## config.mk

```make
export PLATFORM = sky130hd
export DESIGN_NAME = echo_group_main_control
export DESIGN_NICKNAME = d
export VERILOG_FILES = /design/src/common/echo_grp_pkg.sv /design/src/rtl/echo_group_main_control.sv
export SDC_FILE = /design/constraint.sdc
export NUM_CORES = 1
export LEC_CHECK = 0
export BUFFER_PORTS_ARGS = -buffer_cell sky130_fd_sc_hd__buf_2
export CAP_MARGIN = 10
export CORE_MARGIN = 2
export CORE_UTILIZATION = 50
export CTS_BUF_LIST = sky130_fd_sc_hd__clkbuf_4 sky130_fd_sc_hd__clkbuf_8
export DETAILED_ROUTE_END_ITERATION = 6
export MAX_ROUTING_LAYER = met4
export PLACE_DENSITY_LB_ADDON = 0.1
export SLEW_MARGIN = 25
export SYNTH_ARGS = -nofsm -noshare
export SYNTH_HDL_FRONTEND = slang
export SYNTH_SLANG_ARGS = --single-unit
```

## constraint.sdc

```tcl
create_clock -name CLK -period 2.6 [get_ports CLK]
set_clock_uncertainty 0.2 [all_clocks]
set_input_delay 0.26 -clock CLK [delete_from_list [all_inputs] [get_ports CLK]]
set_output_delay 0.26 -clock CLK [all_outputs]
set_load 0.03 [all_outputs]
```

## src/common/echo_grp_pkg.sv

```systemverilog
`default_nettype none
package echo_grp_pkg;
  // ----------------------------------------
  // Sizes
  // ----------------------------------------
  localparam int NUM_GROUPS = 3;
  localparam int ADDR_W = 16;
  localparam int DATA_W = 32;
  localparam int CTRL_W = 8;
  localparam int BYPASS_FRAMES = 2;
  localparam logic [1:0] INIT_FRAMES = 2'h2;
  // ----------------------------------------
  // Register indices (byte address = 4 x index)
  // ----------------------------------------
  localparam logic [11:0] IDX_GRP1 = 12'h401;
  localparam logic [11:0] IDX_GRP2 = 12'h402;
  localparam logic [11:0] IDX_GRP3 = 12'h403;
  localparam logic [11:0] IDX_IRQ_STATUS = 12'h410;
  localparam logic [11:0] IDX_IRQ_MASK = 12'h411;
  localparam logic [11:0] IDX_GRP_STATE = 12'h412;
  // ----------------------------------------
  // Main control fields
  // ----------------------------------------
  localparam int BIT_PWR = 0;
  localparam int BIT_LAW = 1;
  localparam int BIT_FMT = 2;
  localparam int BIT_MASK_A = 3;
  localparam int BIT_MASK_B = 4;
  localparam logic [7:0] CTRL_USED = 8'h1F;
  localparam logic [7:0] CTRL_RESET = 8'h00;
  // ----------------------------------------
  // Status, mask and group state layouts
  // ----------------------------------------
  localparam int ST_PER_GRP = 3;
  localparam int ST_TONE_A = 0;
  localparam int ST_TONE_B = 1;
  localparam int ST_INIT_DONE = 2;
  localparam int STATUS_W = 9;
  localparam logic [8:0] MASK_RESET = 9'h000;
  localparam int GS_PER_GRP = 2;
  localparam int GS_ON = 0;
  localparam int GS_BUSY = 1;
  // ----------------------------------------
  // Bus responses, group states and register selects
  // ----------------------------------------
  localparam logic [1:0] RESP_OKAY = 2'h0;
  localparam logic [1:0] RESP_DECERR = 2'h3;
  typedef enum logic [1:0] {
    GS_DOWN = 2'b00,
    GS_INIT = 2'b01,
    GS_UP = 2'b10
  } grp_state_t;
  typedef enum logic [2:0] {
    SEL_NONE = 3'b000,
    SEL_GRP1 = 3'b001,
    SEL_GRP2 = 3'b010,
    SEL_GRP3 = 3'b011,
    SEL_STATUS = 3'b100,
    SEL_MASK = 3'b101,
    SEL_STATE = 3'b110
  } reg_sel_t;
endpackage
`default_nettype wire

```

## src/rtl/echo_group_main_control.sv

```systemverilog
// Design decision made here: register access over AXI4-Lite.
`timescale 1ns/1ps
`default_nettype none
module echo_group_main_control #(
  parameter int SAMPLE_W = 8
) (
  // Clock and reset
  input wire logic CLK,
  input wire logic RST_N,
  // AXI4-Lite write
  input wire logic [15:0] AWADDR,
  input wire logic AWVALID,
  output logic AWREADY,
  input wire logic [31:0] WDATA,
  input wire logic [3:0] WSTRB,
  input wire logic WVALID,
  output logic WREADY,
  output logic [1:0] BRESP,
  output logic BVALID,
  input wire logic BREADY,
  // AXI4-Lite read
  input wire logic [15:0] ARADDR,
  input wire logic ARVALID,
  output logic ARREADY,
  output logic [31:0] RDATA,
  output logic [1:0] RRESP,
  output logic RVALID,
  input wire logic RREADY,
  // PCM pins
  input wire logic FRAME_SYNC,
  input wire logic [echo_grp_pkg::NUM_GROUPS-1:0][SAMPLE_W-1:0] RIN,
  input wire logic [echo_grp_pkg::NUM_GROUPS-1:0][SAMPLE_W-1:0] SIN,
  output logic [echo_grp_pkg::NUM_GROUPS-1:0][SAMPLE_W-1:0] ROUT,
  output logic [echo_grp_pkg::NUM_GROUPS-1:0][SAMPLE_W-1:0] SOUT,
  // Canceller side
  output logic [echo_grp_pkg::NUM_GROUPS-1:0][SAMPLE_W-1:0] CANC_RIN,
  output logic [echo_grp_pkg::NUM_GROUPS-1:0][SAMPLE_W-1:0] CANC_SIN,
  input wire logic [echo_grp_pkg::NUM_GROUPS-1:0][SAMPLE_W-1:0] CANC_ROUT,
  input wire logic [echo_grp_pkg::NUM_GROUPS-1:0][SAMPLE_W-1:0] CANC_SOUT,
  output logic [echo_grp_pkg::NUM_GROUPS-1:0] CANC_ENABLE,
  output logic [echo_grp_pkg::NUM_GROUPS-1:0] CANC_ALAW,
  output logic [echo_grp_pkg::NUM_GROUPS-1:0] CANC_INIT,
  input wire logic [echo_grp_pkg::NUM_GROUPS-1:0] TONE_A_EVT,
  input wire logic [echo_grp_pkg::NUM_GROUPS-1:0] TONE_B_EVT,
  // Interrupt
  output logic IRQ
);
  localparam int NG = echo_grp_pkg::NUM_GROUPS;
  localparam int NB = echo_grp_pkg::BYPASS_FRAMES;

  if (SAMPLE_W < 1 || SAMPLE_W > 16) begin : g_bad_width
    $error("SAMPLE_W must be 1 to 16");
  end

  typedef struct packed {
    logic awready;
    logic wready;
    logic bvalid;
    logic [1:0] bresp;
    logic aw_held;
    logic w_held;
    logic [15:0] waddr;
    logic [31:0] wdata;
    logic [3:0] wstrb;
    logic arready;
    logic rvalid;
    logic [1:0] rresp;
    logic [31:0] rdata;
    logic [2:0] fsync;
    logic [NG-1:0][SAMPLE_W-1:0] rin_s1;
    logic [NG-1:0][SAMPLE_W-1:0] rin_s2;
    logic [NG-1:0][SAMPLE_W-1:0] sin_s1;
    logic [NG-1:0][SAMPLE_W-1:0] sin_s2;
    logic [NG-1:0][7:0] ctrl;
    echo_grp_pkg::grp_state_t [NG-1:0] gst;
    logic [NG-1:0][1:0] init_cnt;
    logic [NG-1:0][NB-1:0][SAMPLE_W-1:0] rbp;
    logic [NG-1:0][NB-1:0][SAMPLE_W-1:0] sbp;
    logic [NG-1:0][SAMPLE_W-1:0] rout;
    logic [NG-1:0][SAMPLE_W-1:0] sout;
    logic [NG-1:0][SAMPLE_W-1:0] canc_rin;
    logic [NG-1:0][SAMPLE_W-1:0] canc_sin;
    logic [NG-1:0] enable;
    logic [NG-1:0] alaw;
    logic [NG-1:0] init;
    logic [8:0] status;
    logic [8:0] mask;
    logic irq;
  } state_t;

  state_t st;
  state_t nx;
  logic frame_tick;
  logic wr_go;
  logic [8:0] set_bits;
  logic [8:0] clr_bits;
  logic [8:0] lanes;
  logic [8:0] tone_mask;
  logic [8:0] gated;
  echo_grp_pkg::reg_sel_t wsel;
  echo_grp_pkg::reg_sel_t rsel;

  // ----------------------------------------
  // Address decode
  // ----------------------------------------
  function automatic echo_grp_pkg::reg_sel_t decode(input logic [15:0] a);
    decode = echo_grp_pkg::SEL_NONE;
    if (a[1:0] == 2'h0) begin
      case (a[15:2])
        {2'h0, echo_grp_pkg::IDX_GRP1}: decode = echo_grp_pkg::SEL_GRP1;
        {2'h0, echo_grp_pkg::IDX_GRP2}: decode = echo_grp_pkg::SEL_GRP2;
        {2'h0, echo_grp_pkg::IDX_GRP3}: decode = echo_grp_pkg::SEL_GRP3;
        {2'h0, echo_grp_pkg::IDX_IRQ_STATUS}: decode = echo_grp_pkg::SEL_STATUS;
        {2'h0, echo_grp_pkg::IDX_IRQ_MASK}: decode = echo_grp_pkg::SEL_MASK;
        {2'h0, echo_grp_pkg::IDX_GRP_STATE}: decode = echo_grp_pkg::SEL_STATE;
        default: decode = echo_grp_pkg::SEL_NONE;
      endcase
    end
  endfunction

  // ----------------------------------------
  // Next state
  // ----------------------------------------
  always_comb begin
    nx = st;
    frame_tick = st.fsync[1] & ~st.fsync[2];
    nx.fsync = {st.fsync[1:0], FRAME_SYNC};
    nx.rin_s1 = RIN;
    nx.rin_s2 = st.rin_s1;
    nx.sin_s1 = SIN;
    nx.sin_s2 = st.sin_s1;
    set_bits = '0;
    clr_bits = '0;
    tone_mask = '0;
    lanes = {st.wstrb[1], {8{st.wstrb[0]}}};
    wsel = decode(st.waddr);
    rsel = decode(ARADDR);
    // Write channel
    if (AWVALID && st.awready) begin
      nx.aw_held = 1'b1;
      nx.waddr = AWADDR;
    end
    if (WVALID && st.wready) begin
      nx.w_held = 1'b1;
      nx.wdata = WDATA;
      nx.wstrb = WSTRB;
    end
    if (st.bvalid && BREADY) begin
      nx.bvalid = 1'b0;
    end
    wr_go = st.aw_held && st.w_held && !st.bvalid;
    if (wr_go) begin
      nx.aw_held = 1'b0;
      nx.w_held = 1'b0;
      nx.bvalid = 1'b1;
      nx.bresp = echo_grp_pkg::RESP_OKAY;
      case (wsel)
        echo_grp_pkg::SEL_GRP1, echo_grp_pkg::SEL_GRP2, echo_grp_pkg::SEL_GRP3: begin
          if (st.wstrb[0]) begin
            nx.ctrl[int'(wsel) - 1] = st.wdata[7:0] & echo_grp_pkg::CTRL_USED;
          end
        end
        echo_grp_pkg::SEL_STATUS: begin
          clr_bits = st.wdata[8:0] & lanes;
        end
        echo_grp_pkg::SEL_MASK: begin
          nx.mask = (st.mask & ~lanes) | (st.wdata[8:0] & lanes);
        end
        echo_grp_pkg::SEL_STATE: begin
        end
        default: begin
          nx.bresp = echo_grp_pkg::RESP_DECERR;
        end
      endcase
    end
    // Per group power, init and PCM path
    for (int g = 0; g < NG; g++) begin
      case (st.gst[g])
        echo_grp_pkg::GS_DOWN: begin
          if (st.ctrl[g][echo_grp_pkg::BIT_PWR]) begin
            nx.gst[g] = echo_grp_pkg::GS_INIT;
            nx.init_cnt[g] = 2'h0;
          end
        end
        echo_grp_pkg::GS_INIT: begin
          if (!st.ctrl[g][echo_grp_pkg::BIT_PWR]) begin
            nx.gst[g] = echo_grp_pkg::GS_DOWN;
          end else if (frame_tick) begin
            if (st.init_cnt[g] == echo_grp_pkg::INIT_FRAMES - 2'h1) begin
              nx.gst[g] = echo_grp_pkg::GS_UP;
              set_bits[g*echo_grp_pkg::ST_PER_GRP + echo_grp_pkg::ST_INIT_DONE] = 1'b1;
            end else begin
              nx.init_cnt[g] = st.init_cnt[g] + 2'h1;
            end
          end
        end
        echo_grp_pkg::GS_UP: begin
          if (!st.ctrl[g][echo_grp_pkg::BIT_PWR]) begin
            nx.gst[g] = echo_grp_pkg::GS_DOWN;
          end
        end
        default: begin
          nx.gst[g] = echo_grp_pkg::GS_DOWN;
        end
      endcase
      nx.enable[g] = nx.gst[g] != echo_grp_pkg::GS_DOWN;
      nx.init[g] = nx.gst[g] == echo_grp_pkg::GS_INIT;
      nx.alaw[g] = st.ctrl[g][echo_grp_pkg::BIT_LAW];
      if (frame_tick) begin
        nx.canc_rin[g] = st.rin_s2[g];
        nx.canc_sin[g] = st.sin_s2[g];
        nx.rbp[g][0] = st.rin_s2[g];
        nx.sbp[g][0] = st.sin_s2[g];
        for (int k = 1; k < NB; k++) begin
          nx.rbp[g][k] = st.rbp[g][k-1];
          nx.sbp[g][k] = st.sbp[g][k-1];
        end
        if (st.gst[g] == echo_grp_pkg::GS_DOWN) begin
          nx.rout[g] = st.rbp[g][NB-1];
          nx.sout[g] = st.sbp[g][NB-1];
        end else begin
          nx.rout[g] = CANC_ROUT[g];
          nx.sout[g] = CANC_SOUT[g];
        end
      end
      // Detection is recorded whatever the masks say
      set_bits[g*echo_grp_pkg::ST_PER_GRP + echo_grp_pkg::ST_TONE_A] = TONE_A_EVT[g];
      set_bits[g*echo_grp_pkg::ST_PER_GRP + echo_grp_pkg::ST_TONE_B] = TONE_B_EVT[g];
      tone_mask[g*echo_grp_pkg::ST_PER_GRP + echo_grp_pkg::ST_TONE_A] =
        st.ctrl[g][echo_grp_pkg::BIT_MASK_A];
      tone_mask[g*echo_grp_pkg::ST_PER_GRP + echo_grp_pkg::ST_TONE_B] =
        st.ctrl[g][echo_grp_pkg::BIT_MASK_B];
    end
    // Set wins over a same-cycle clear
    nx.status = (st.status & ~clr_bits) | set_bits;
    gated = st.status & st.mask & ~tone_mask;
    nx.irq = |gated;
    // Read channel
    if (st.rvalid && RREADY) begin
      nx.rvalid = 1'b0;
    end
    if (ARVALID && st.arready) begin
      nx.rvalid = 1'b1;
      nx.rdata = '0;
      nx.rresp = echo_grp_pkg::RESP_OKAY;
      case (rsel)
        echo_grp_pkg::SEL_GRP1, echo_grp_pkg::SEL_GRP2, echo_grp_pkg::SEL_GRP3: begin
          nx.rdata[7:0] = st.ctrl[int'(rsel) - 1];
        end
        echo_grp_pkg::SEL_STATUS: begin
          nx.rdata[8:0] = st.status;
        end
        echo_grp_pkg::SEL_MASK: begin
          nx.rdata[8:0] = st.mask;
        end
        echo_grp_pkg::SEL_STATE: begin
          for (int g = 0; g < NG; g++) begin
            nx.rdata[g*echo_grp_pkg::GS_PER_GRP + echo_grp_pkg::GS_ON] = st.enable[g];
            nx.rdata[g*echo_grp_pkg::GS_PER_GRP + echo_grp_pkg::GS_BUSY] = st.init[g];
          end
        end
        default: begin
          nx.rresp = echo_grp_pkg::RESP_DECERR;
        end
      endcase
    end
    nx.awready = !nx.aw_held && !nx.bvalid;
    nx.wready = !nx.w_held && !nx.bvalid;
    nx.arready = !nx.rvalid;
  end

  // ----------------------------------------
  // State register
  // ----------------------------------------
  always_ff @(posedge CLK or negedge RST_N) begin
    if (!RST_N) begin
      st <= '0;
    end else begin
      st <= nx;
    end
  end

  assign AWREADY = st.awready;
  assign WREADY = st.wready;
  assign BVALID = st.bvalid;
  assign BRESP = st.bresp;
  assign ARREADY = st.arready;
  assign RVALID = st.rvalid;
  assign RDATA = st.rdata;
  assign RRESP = st.rresp;
  assign ROUT = st.rout;
  assign SOUT = st.sout;
  assign CANC_RIN = st.canc_rin;
  assign CANC_SIN = st.canc_sin;
  assign CANC_ENABLE = st.enable;
  assign CANC_ALAW = st.alaw;
  assign CANC_INIT = st.init;
  assign IRQ = st.irq;

  // ----------------------------------------
  // Checks
  // ----------------------------------------
  a_mask_b_block: assert property (@(posedge CLK) disable iff (!RST_N)
    (st.status == 9'h002) && st.mask[1] && st.ctrl[0][echo_grp_pkg::BIT_MASK_B] |=> !IRQ)
    else $error("masked tone B raised interrupt");
  a_detect_kept: assert property (@(posedge CLK) disable iff (!RST_N)
    TONE_B_EVT[0] && st.ctrl[0][echo_grp_pkg::BIT_MASK_B] |=> st.status[1])
    else $error("masked tone B not recorded");
  a_law_follows: assert property (@(posedge CLK) disable iff (!RST_N)
    $stable(st.ctrl[0][echo_grp_pkg::BIT_LAW]) |-> CANC_ALAW[0] == st.ctrl[0][echo_grp_pkg::BIT_LAW])
    else $error("law select does not follow control");
  a_power_runs: assert property (@(posedge CLK) disable iff (!RST_N)
    st.gst[0] == echo_grp_pkg::GS_UP && st.ctrl[0][0] |=> CANC_ENABLE[0] && !CANC_INIT[0])
    else $error("powered group not running");
  a_bypass_hold: assert property (@(posedge CLK) disable iff (!RST_N)
    st.gst[0] == echo_grp_pkg::GS_DOWN && !frame_tick |=> $stable(ROUT[0]) && $stable(SOUT[0]))
    else $error("bypass output moved between frames");
  a_init_start: assert property (@(posedge CLK) disable iff (!RST_N)
    st.gst[0] == echo_grp_pkg::GS_DOWN && st.ctrl[0][0] |=> CANC_INIT[0] ##0 CANC_ENABLE[0])
    else $error("power rise did not start init");
  a_init_frames: assert property (@(posedge CLK) disable iff (!RST_N)
    st.gst[0] == echo_grp_pkg::GS_INIT && st.init_cnt[0] == 2'h1 && frame_tick && st.ctrl[0][0]
    |=> !CANC_INIT[0] && st.status[2])
    else $error("init did not end after two frames");
  a_mask_a_pass: assert property (@(posedge CLK) disable iff (!RST_N)
    st.status[0] && st.mask[0] && !st.ctrl[0][echo_grp_pkg::BIT_MASK_A] |=> IRQ)
    else $error("unmasked tone A not passed");
  a_down_enable: assert property (@(posedge CLK) disable iff (!RST_N)
    !st.ctrl[0][echo_grp_pkg::BIT_PWR] |=> !CANC_ENABLE[0])
    else $error("cleared power bit left group running");
  a_bypass_delay: assert property (@(posedge CLK) disable iff (!RST_N)
    st.gst[0] == echo_grp_pkg::GS_DOWN && frame_tick |=> ROUT[0] == $past(st.rbp[0][NB-1]))
    else $error("bypass output not two frames old");
endmodule
`default_nettype wire

```

==> results, run 1 <==
- The detailed-route vias per instance is 4.840.
- 0 antenna diodes ended up in the layout.
- In this run the number of H-tree levels came out at 2.
- For this run, design rule violations remaining after detail routing come to 0.
- The global-route wire length before repair is roughly 50000 um.
- The routed layout has 9429 vias.
- The share of the Yosys chip area taken by registers is 0.6233.
- Based on the critical path, the design can be clocked at up to around 410 MHz.
- The worst hold margin is 0.03006 ns.
- The clock net sink count is 343.
- Pin placement for this block handled 325 I/O pins.
- The clock tree root driver cell is sky130_fd_sc_hd__clkbuf_8.
- The quantity of hold-fixing buffers added after cts is around 130.
- The number of synthesis warnings is 0.
- Dividing the detail-routed wire length by the instance count gives 15.56 um.
- The count of final max-slew check failures is 0.
- The final setup violation count is 0.
- Measured in cells, the most critical reg-to-reg path has a length of 6.
- Clock-pin slew was measured on the worst setup and hold paths at 0.06 ns.
- The kind of end point of the critical path is a flip-flop.
- The highest net fanout along the worst path is 5.
- Walking the worst path, the cells encountered are nor4_2 > nand4b_1 > or2_4 > nor4b_4 > buf_4 > mux2_2.
- The path class of the tightest hold or removal check is in -> async.
- Entering global routing, the biggest net connects 122 pins.
- The most common cell in the synthesized netlist is sky130_fd_sc_hd__nand2_1.
- The starting density of the core is 0.5095.
- The height of the die is approximately 170 um.
- The fraction of synthesized cell area taken by the top area cell type is 0.6233.
- Once detail routing completed, the nets flagged for antenna violations numbered 0.
- Averaged over all synthesized cells, the footprint is between 10 and 15 sq um.
- The number of standard-cell rows in the floorplan is 60.
- The type of the worst setup path is reg -> reg.
- The power density relative to cell area is roughly 780 nW/um^2.
- No sink is reached through more buffers than the 3 on the longest clock path.
- The leakage power summed over all cells is approximately 9 nW.
- VDD sags by at most 0.5134 mV.
- Summed over all instances, the cell type with the most area after synthesis is sky130_fd_sc_hd__dfrtp_1.
- OpenSTA, run right after detailed placement, puts the worst setup slack at -0.07628 ns.
- Clock latency on the worst-skew pair, taken at its later pin, is 0.58 ns.
- After layout, the minimum clock period comes to 2.465 ns.
- The total of fill cells in the finished design is around 2200.
- The core region area is 27030 sq um.
- Setup repair after global routing left no endpoint under its margin.
- The number of synthesized flops with an enable pin is 0.
- In the synthesized netlist the async set-or-reset flop fraction comes to 1.000.
- Compared with the post-synthesis result, the final layout area differs by 25.19%.
- The detailed placer's ending HPWL is 19440 um.
- The worst stage delay on the critical path is 0.38 ns.
- The total number of nets in the final design is 1748.
- The count of maximum capacitance violations is 0.
- The worst-case setup margin in the final layout is 0.1345 ns.
- For this block, the initial DRC count from the detailed router was 567.
- The number of antenna violations at the first check in global routing came to 0.
- The CTS buffer count is 54.
- For this design, the slowest cell found on the critical path is sky130_fd_sc_hd__dfrtp_1.
- Port buffering added 276 buffers.
- The commonest cells after synthesis are 366 x sky130_fd_sc_hd__nand2_1, 343 x sky130_fd_sc_hd__dfrtp_1, 141 x sky130_fd_sc_hd__buf_4.
- The area used by sequential logic in the layout is 8583 sq um.
- The worst-case headroom to the max-slew limit is 0.5118.
- The cell count after synthesis is 1237.
- After detailed routing, the total wire length is 30300 um.
- After synthesis, the cell types taking the most area are sky130_fd_sc_hd__dfrtp_1 62%, sky130_fd_sc_hd__nand2_1 10%, sky130_fd_sc_hd__buf_4 7.7%.
- Of the cells placed in the final design, the portion with a size suffix greater than 1 is 0.2937.
- The final clock period utilization by the worst path is 0.9483.
- The quantity of gates resized following cts is 0.
- The total negative slack for setup checks is 0 ns.
- The synthesized design contains 343 register bits.
- The total count of hold-check failures in the final report is 0.
- From left edge to right edge, the die measures between 150 and 200 um.
- The number of global-route vias before repair is 9522.
- The synthesized netlist occupies a cell area of 13770 sq um.
- Data on the critical path arrives at its endpoint at 2.71 ns.
- Global routing finished with a remaining overflow of 0.
- Among all flip-flop cells after synthesis, the most frequent one is sky130_fd_sc_hd__dfrtp_1.
- The final RePlAce weighted congestion is 0.8009.
- The clock tree from TritonCTS is done.
- The floorplan die area is 28880 sq um.
- The nature of the critical path startpoint is a flip-flop.
- The worst endpoint required time is 2.85 ns.
- At the pin with the least slew margin, the transition time is around 0.73 ns.
- The number of post-CTS setup repair buffers is 0.
- Counting distinct cell types in the post-synthesis netlist gives 54.
- The global-route total usage across every layer is 0.2182.
- The multi-input combinational cells in the finished layout cover a total of ~4000 sq um.
- The flow ran to the end, and the final reports show no timing, DRC or antenna violations.
- The first detailed-routing pass ran for 5 iterations.
## state kept, by name, indices dropped and copies added (netlist names), 2 cells and up, named ones only
register     count
CANC_SIN        24
CANC_ENABLE      3
SOUT            24
CANC_RIN        24
RDATA            9
CANC_INIT        3
st             157
ROUT            24
CANC_ALAW        3
nx              53
lanes            2
## worst max-delay path, delay by kind of cell, from the launching register on
family	cells	cell delay (ns)
buffers and inverters	1	0.21
DFF	1	0.38
and+or+nand+nor	4	1.21
muxes	1	0.34
## cells in the final DEF, fill, tap and decap left out, types with 3 or more instances in the layout
cell type                         n
sky130_fd_sc_hd__nand2_1        366
sky130_fd_sc_hd__dfrtp_1        343
sky130_fd_sc_hd__buf_2          275
sky130_fd_sc_hd__dlygate4sd3_1  134
sky130_fd_sc_hd__o21ai_0         67
sky130_fd_sc_hd__clkbuf_8        65
sky130_fd_sc_hd__mux2i_1         49
sky130_fd_sc_hd__mux2_2          48
sky130_fd_sc_hd__buf_4           24
sky130_fd_sc_hd__conb_1          23
sky130_fd_sc_hd__clkbuf_4        22
sky130_fd_sc_hd__nand3_1         14
sky130_fd_sc_hd__inv_1           13
sky130_fd_sc_hd__a31oi_1         13
sky130_fd_sc_hd__nor2_1          11
sky130_fd_sc_hd__and2_1          11
sky130_fd_sc_hd__nand3b_1        11
sky130_fd_sc_hd__nor3_1           9
sky130_fd_sc_hd__clkinv_2         9
sky130_fd_sc_hd__a222oi_1         7
sky130_fd_sc_hd__ha_1             7
sky130_fd_sc_hd__a21o_1           6
sky130_fd_sc_hd__o31ai_1          6
sky130_fd_sc_hd__nor2b_1          5
sky130_fd_sc_hd__a22o_1           5
sky130_fd_sc_hd__buf_12           5
sky130_fd_sc_hd__nor4_2           4
sky130_fd_sc_hd__nand2b_1         4
sky130_fd_sc_hd__a21boi_0         4
sky130_fd_sc_hd__or4_1            4
sky130_fd_sc_hd__a22oi_1          3
## metrics by stage
step                      cell area, sq um  power (mW)  utilization  cells
after global placement               14740       8.647       0.5454   1714
after CTS                            17240       13.64       0.6379   1948
after global routing                 17240       14.21       0.6379   1948
after floorplan                      13880       8.244            -   1259
final                                17240       13.50       0.6379   1948
after detailed placement             14740       8.704       0.5454   1714
## report_power, final
part	total (mW)	leakage, nW	switching (mW)	internal [mW]
Clock	4.73	0.623	2.05	2.69
Combinational	2.25	4.07	1.38	0.870
Sequential	6.52	4.27	0.487	6.03
## area by class of cell
cell class | count | share of cell area
inverters | 14 | 0.003048
clock inverters | 13 | 0.005734
well taps | 341 | 0.02475
clock buffers | 87 | 0.06148
multi-input cells | 711 | 0.2323
flip-flops and latches | 343 | 0.4979
repair buffers | 439 | 0.1748
## logic make-up after synthesis
kind of cell	share of synthesized area
buffers and inverters	0.09477
other	0.0002723
adders and majority gates	0.006360
AOI/OAI and AO/OA	0.05661
muxes	0.07487
and+or+nand+nor	0.1438
DFF	0.6233
## per-layer routing
metal	global-route usage	routed length, um	vias up	share of wire
met5	-	0	-	0
met4	0.06020	653	0	0.022
met3	0.04628	1843	48	0.061
met2	0.3379	13920	274	0.46
met1	0.2952	13880	4539	0.46
li1	-	-	4568	-
## final timing paths
kind                       slack [ns]           to  startpoint
min                              0.03     RDATA[6]       RST_N
max in group asynchronous        1.37  CANC_RIN[8]       RST_N
max reg2reg                      0.13      st[250]     st[436]
min reg2reg                      0.15      st[320]     nx[320]
max                              0.13      st[250]     st[436]
min in group CLK                 0.04     RRESP[0]     ARVALID
Power figures use the tool's default switching activity.
==> inputs of run 2 (changes only) <==
--- a/config.mk
+++ b/config.mk
@@ -5,7 +5,7 @@
 export SDC_FILE = /design/constraint.sdc
 export NUM_CORES = 1
 export LEC_CHECK = 0
-export BUFFER_PORTS_ARGS = -buffer_cell sky130_fd_sc_hd__buf_2
+export BUFFER_PORTS_ARGS = -buffer_cell sky130_fd_sc_hd__buf_4
 export CAP_MARGIN = 10
 export CORE_MARGIN = 2
 export CORE_UTILIZATION = 50
==> results, run 2 (synthesis gave the netlist of run 1 again) <==
- The violation count after the first detailed-routing iteration is 586.
- Measured along the y axis, the die boundary spans roughly 170 um.
- Once the clock tree was built, the resizer swapped 0 gates to a different size.
- Of the total power, the clock network draws 0.353.
- The total via count after detailed routing is roughly 9600.
- Across the run, the number of max-cap violations was 0.
- STA classifies the critical path endpoint as a flip-flop.
- Entering global routing, the biggest net connects 85 pins.
- The number of global-route vias before repair is 9729.
- The flow ran to the end, and the final reports show no timing, DRC or antenna violations.
- The number of buffers between clock root and the deepest sink is 3.
- Counting buffers and inverters, the worst setup path is 5 cells deep.
- The worst voltage drop across the vdd grid is 0.4592 mV.
- The start point of the worst min-delay path is ARADDR[2].
- The number of buffer cells added on primary ports is 276.
- The CTS buffer count is 55.
- The number of nets still failing antenna checks after routing is 0.
- After filler insertion, the fill cell instance count of the layout stands at about 2100.
- The clock latency of the later-clocked register in the worst-skew pair is 0.57 ns.
- Leaving out fill and tap cells, the most frequent cells in the layout are 366 x sky130_fd_sc_hd__nand2_1, 343 x sky130_fd_sc_hd__dfrtp_1, 301 x sky130_fd_sc_hd__buf_4.
- The detailed-route vias per instance is 4.897.
- The number of H-tree branching levels is 2.
- The switching power as a share of total power is 0.2824.
- The most frequent standard cell in the layout excluding fill and tap cells is sky130_fd_sc_hd__nand2_1.
- Power spread over the standard cell area amounts to just under 800 nW/um^2.
- The worst hold path depth is 4.
- The die covers a little under 30000 sq um.
- The launching element of the worst setup path is st[436].
- In this run the static leakage power is 9.195 nW.
- The final setup violation count is 0.
- The final design area excluding fillers is 18030 sq um.
- For this design, the slowest cell found on the critical path is sky130_fd_sc_hd__and4bb_2.
- The global-route wire length before repair is 50010 um.
- For the worst setup path, the data arrival time is approximately 2.7 ns.
- Walking the worst path, the cells encountered are nor4_2 > nand4b_1 > or2_4 > and4bb_2 > mux2_2.
- The part of the total power dissipated in sequential elements is 0.468.
- The highest net fanout along the worst path is 5.
- The net switching power of the design is 3.938 mW.
- The total overflow left after global routing is 0.
- Routability-driven placement finished with a final weighted congestion of between 0.8 and 0.9.
- The nature of the critical path startpoint is a flip-flop.
- The number of cells after detailed placement is 1716.
- The register with the most flip-flops in the layout has 157 of them.
- The worst endpoint required time is 2.84 ns.
- The routed length per instance is 15.74 um.
- The pre-antenna-repair detailed-routing pass consisted of 5 iterations.
- After the last flow step, the layout net total stands at 1753.
- Of the cells placed in the final design, the portion with a size suffix greater than 1 is 0.2951.
- TritonCTS built the clock tree.
- The initialized floorplan defines 60 standard-cell rows.
- The count of final max-slew check failures is 0.
- The floorplan step set the die width to 170.0 um.
- The combinational power share is 0.179.
- In the global route stage, overall resource usage came out at 0.2240.
- In this run the clock root is driven by a sky130_fd_sc_hd__clkbuf_8.
- After detailed placement, the total cell area comes to 15440 sq um.
- In this run the standard cell core region covers 27030 sq um.
- The clock transition at the registers of the reported paths is roughly 0.06 ns.
- The final clock period utilization by the worst path is 0.9443.
- The gate family responsible for the most delay along the worst path is simple AND/OR/NAND/NOR gates.
- Setup repair after global routing left no endpoint under its margin.
- The type of the worst setup path is reg -> reg.
- The worst register-to-register path begins at st[436].
- The post-detailed-route DRC marker count is 0.
- The number of top-level pins is 325.
- Cell internal power was estimated by the tool at ~10 mW.
- The clock period could shrink to around 2.5 ns.
- For this run, the top clock speed supported by timing is 407.3 MHz.
- The number of cells on the worst reg-to-reg path is 5.
- Detailed placement ended at an HPWL of between 20000 and 25000 um.
- The area added between synthesis and finish is 30.94%.
- The count of non-filler cells in the finished layout is approximately 2000.
- The starting density of the core is 0.5095.
- The worst pin sits at a relative slew slack of 0.4888.
- The worst min-delay path class is in -> reg.
- In this design, the stage delay of the slowest critical-path cell is ~0.43 ns.
- Summed over all layers, the routed wires come to 30760 um.
- The actual slew at the worst max-slew pin is 0.7650 ns.
- CTS saw approximately 340 sinks.
- The number of antenna violations at the first check in global routing was 1.
- The total count of hold-check failures in the final report is 0.
- The number of buffers and inverters on the critical path is 0.
- The most flop-heavy register is st.
-- run 2: changes by cell type in the layout (fill, tap and decap cells not counted) --
| cell | change |
|---|---|
| sky130_fd_sc_hd__buf_4 | +277 |
| sky130_fd_sc_hd__buf_2 | -275 |
| sky130_fd_sc_hd__clkbuf_8 | +8 |
| sky130_fd_sc_hd__clkbuf_4 | -3 |
| sky130_fd_sc_hd__dlygate4sd3_1 | +2 |
| sky130_fd_sc_hd__clkinv_2 | -1 |
| sky130_fd_sc_hd__clkinvlp_4 | -1 |
| sky130_fd_sc_hd__diode_2 | +1 |
| sky130_fd_sc_hd__inv_6 | -1 |
-- run 2: path summary, 6_finish.rpt --
path	endpoint	slack, ns
min reg2reg	st[258]	0.14
max in group asynchronous	st[323]	1.35
min in group asynchronous	RDATA[6]	0.11
max reg2reg	st[244]	0.14
max	st[244]	0.14
min	RDATA[8]	0.09
-- run 2: final cells by class --
class	instances	area, sq um	share of cell area
multi-input combinational	711	4005	0.2221
clock inverter	10	77.57	0.004302
tap	341	426.7	0.02366
clock buffer	92	1147	0.06363
antenna	1	2.502	0.0001388
inverter	14	52.55	0.002914
timing repair buffer	443	3736	0.2072
sequential	343	8583	0.4760
-- run 2: what timing repair did --
action / in CTS / in global routing
hold buffers: 136 / 0
setup buffers: 0 / 0
endpoints found under the hold margin: 240 / 0
-- run 2: worst reg2reg max path, cell delays in order, from the launching register on --
cell and delay (ns):
sky130_fd_sc_hd__dfrtp_1 0.38, sky130_fd_sc_hd__nor4_2 0.37, sky130_fd_sc_hd__nand4b_1 0.26, sky130_fd_sc_hd__or2_4 0.33
sky130_fd_sc_hd__and4bb_2 0.43, sky130_fd_sc_hd__mux2_2 0.37
-- run 2: stage by stage --
step | TNS (ns) | setup WS [ns] | hold slack (ns) | total power [mW] | utilization
floorplan | 0 | 0.005842 | -0.2356 | 8.244 | -
global placement | -0.06525 | -0.03506 | 0.1220 | 8.882 | 0.5714
detailed placement | -0.2555 | -0.1038 | 0.1223 | 8.948 | 0.5714
CTS | 0 | 0.1299 | 0.04828 | 14.11 | 0.6671
global route | 0 | 0.03462 | 0.1008 | 14.68 | 0.6672
finish | 0 | 0.1448 | 0.08566 | 13.95 | 0.6672
-- run 2: power groups by stage --
stage	combinational (mW)	clock [mW]	sequential, mW
finish	2.50	4.92	6.53
global route	2.73	5.32	6.63
CTS	2.51	5.07	6.53
detailed placement	2.33	0	6.62
global placement	2.29	0	6.59
floorplan	1.74	0	6.51
-- run 2: per-layer routing --
| layer | routed length (um) | up-vias | global-route usage |
|---|---|---|---|
| met1 | 13500 | 4619 | 0.2954 |
| met2 | 14520 | 292 | 0.3448 |
| met3 | 1848 | 66 | 0.04721 |
| li1 | - | 4597 | - |
| met5 | 0 | - | - |
| met4 | 894 | 0 | 0.08510 |
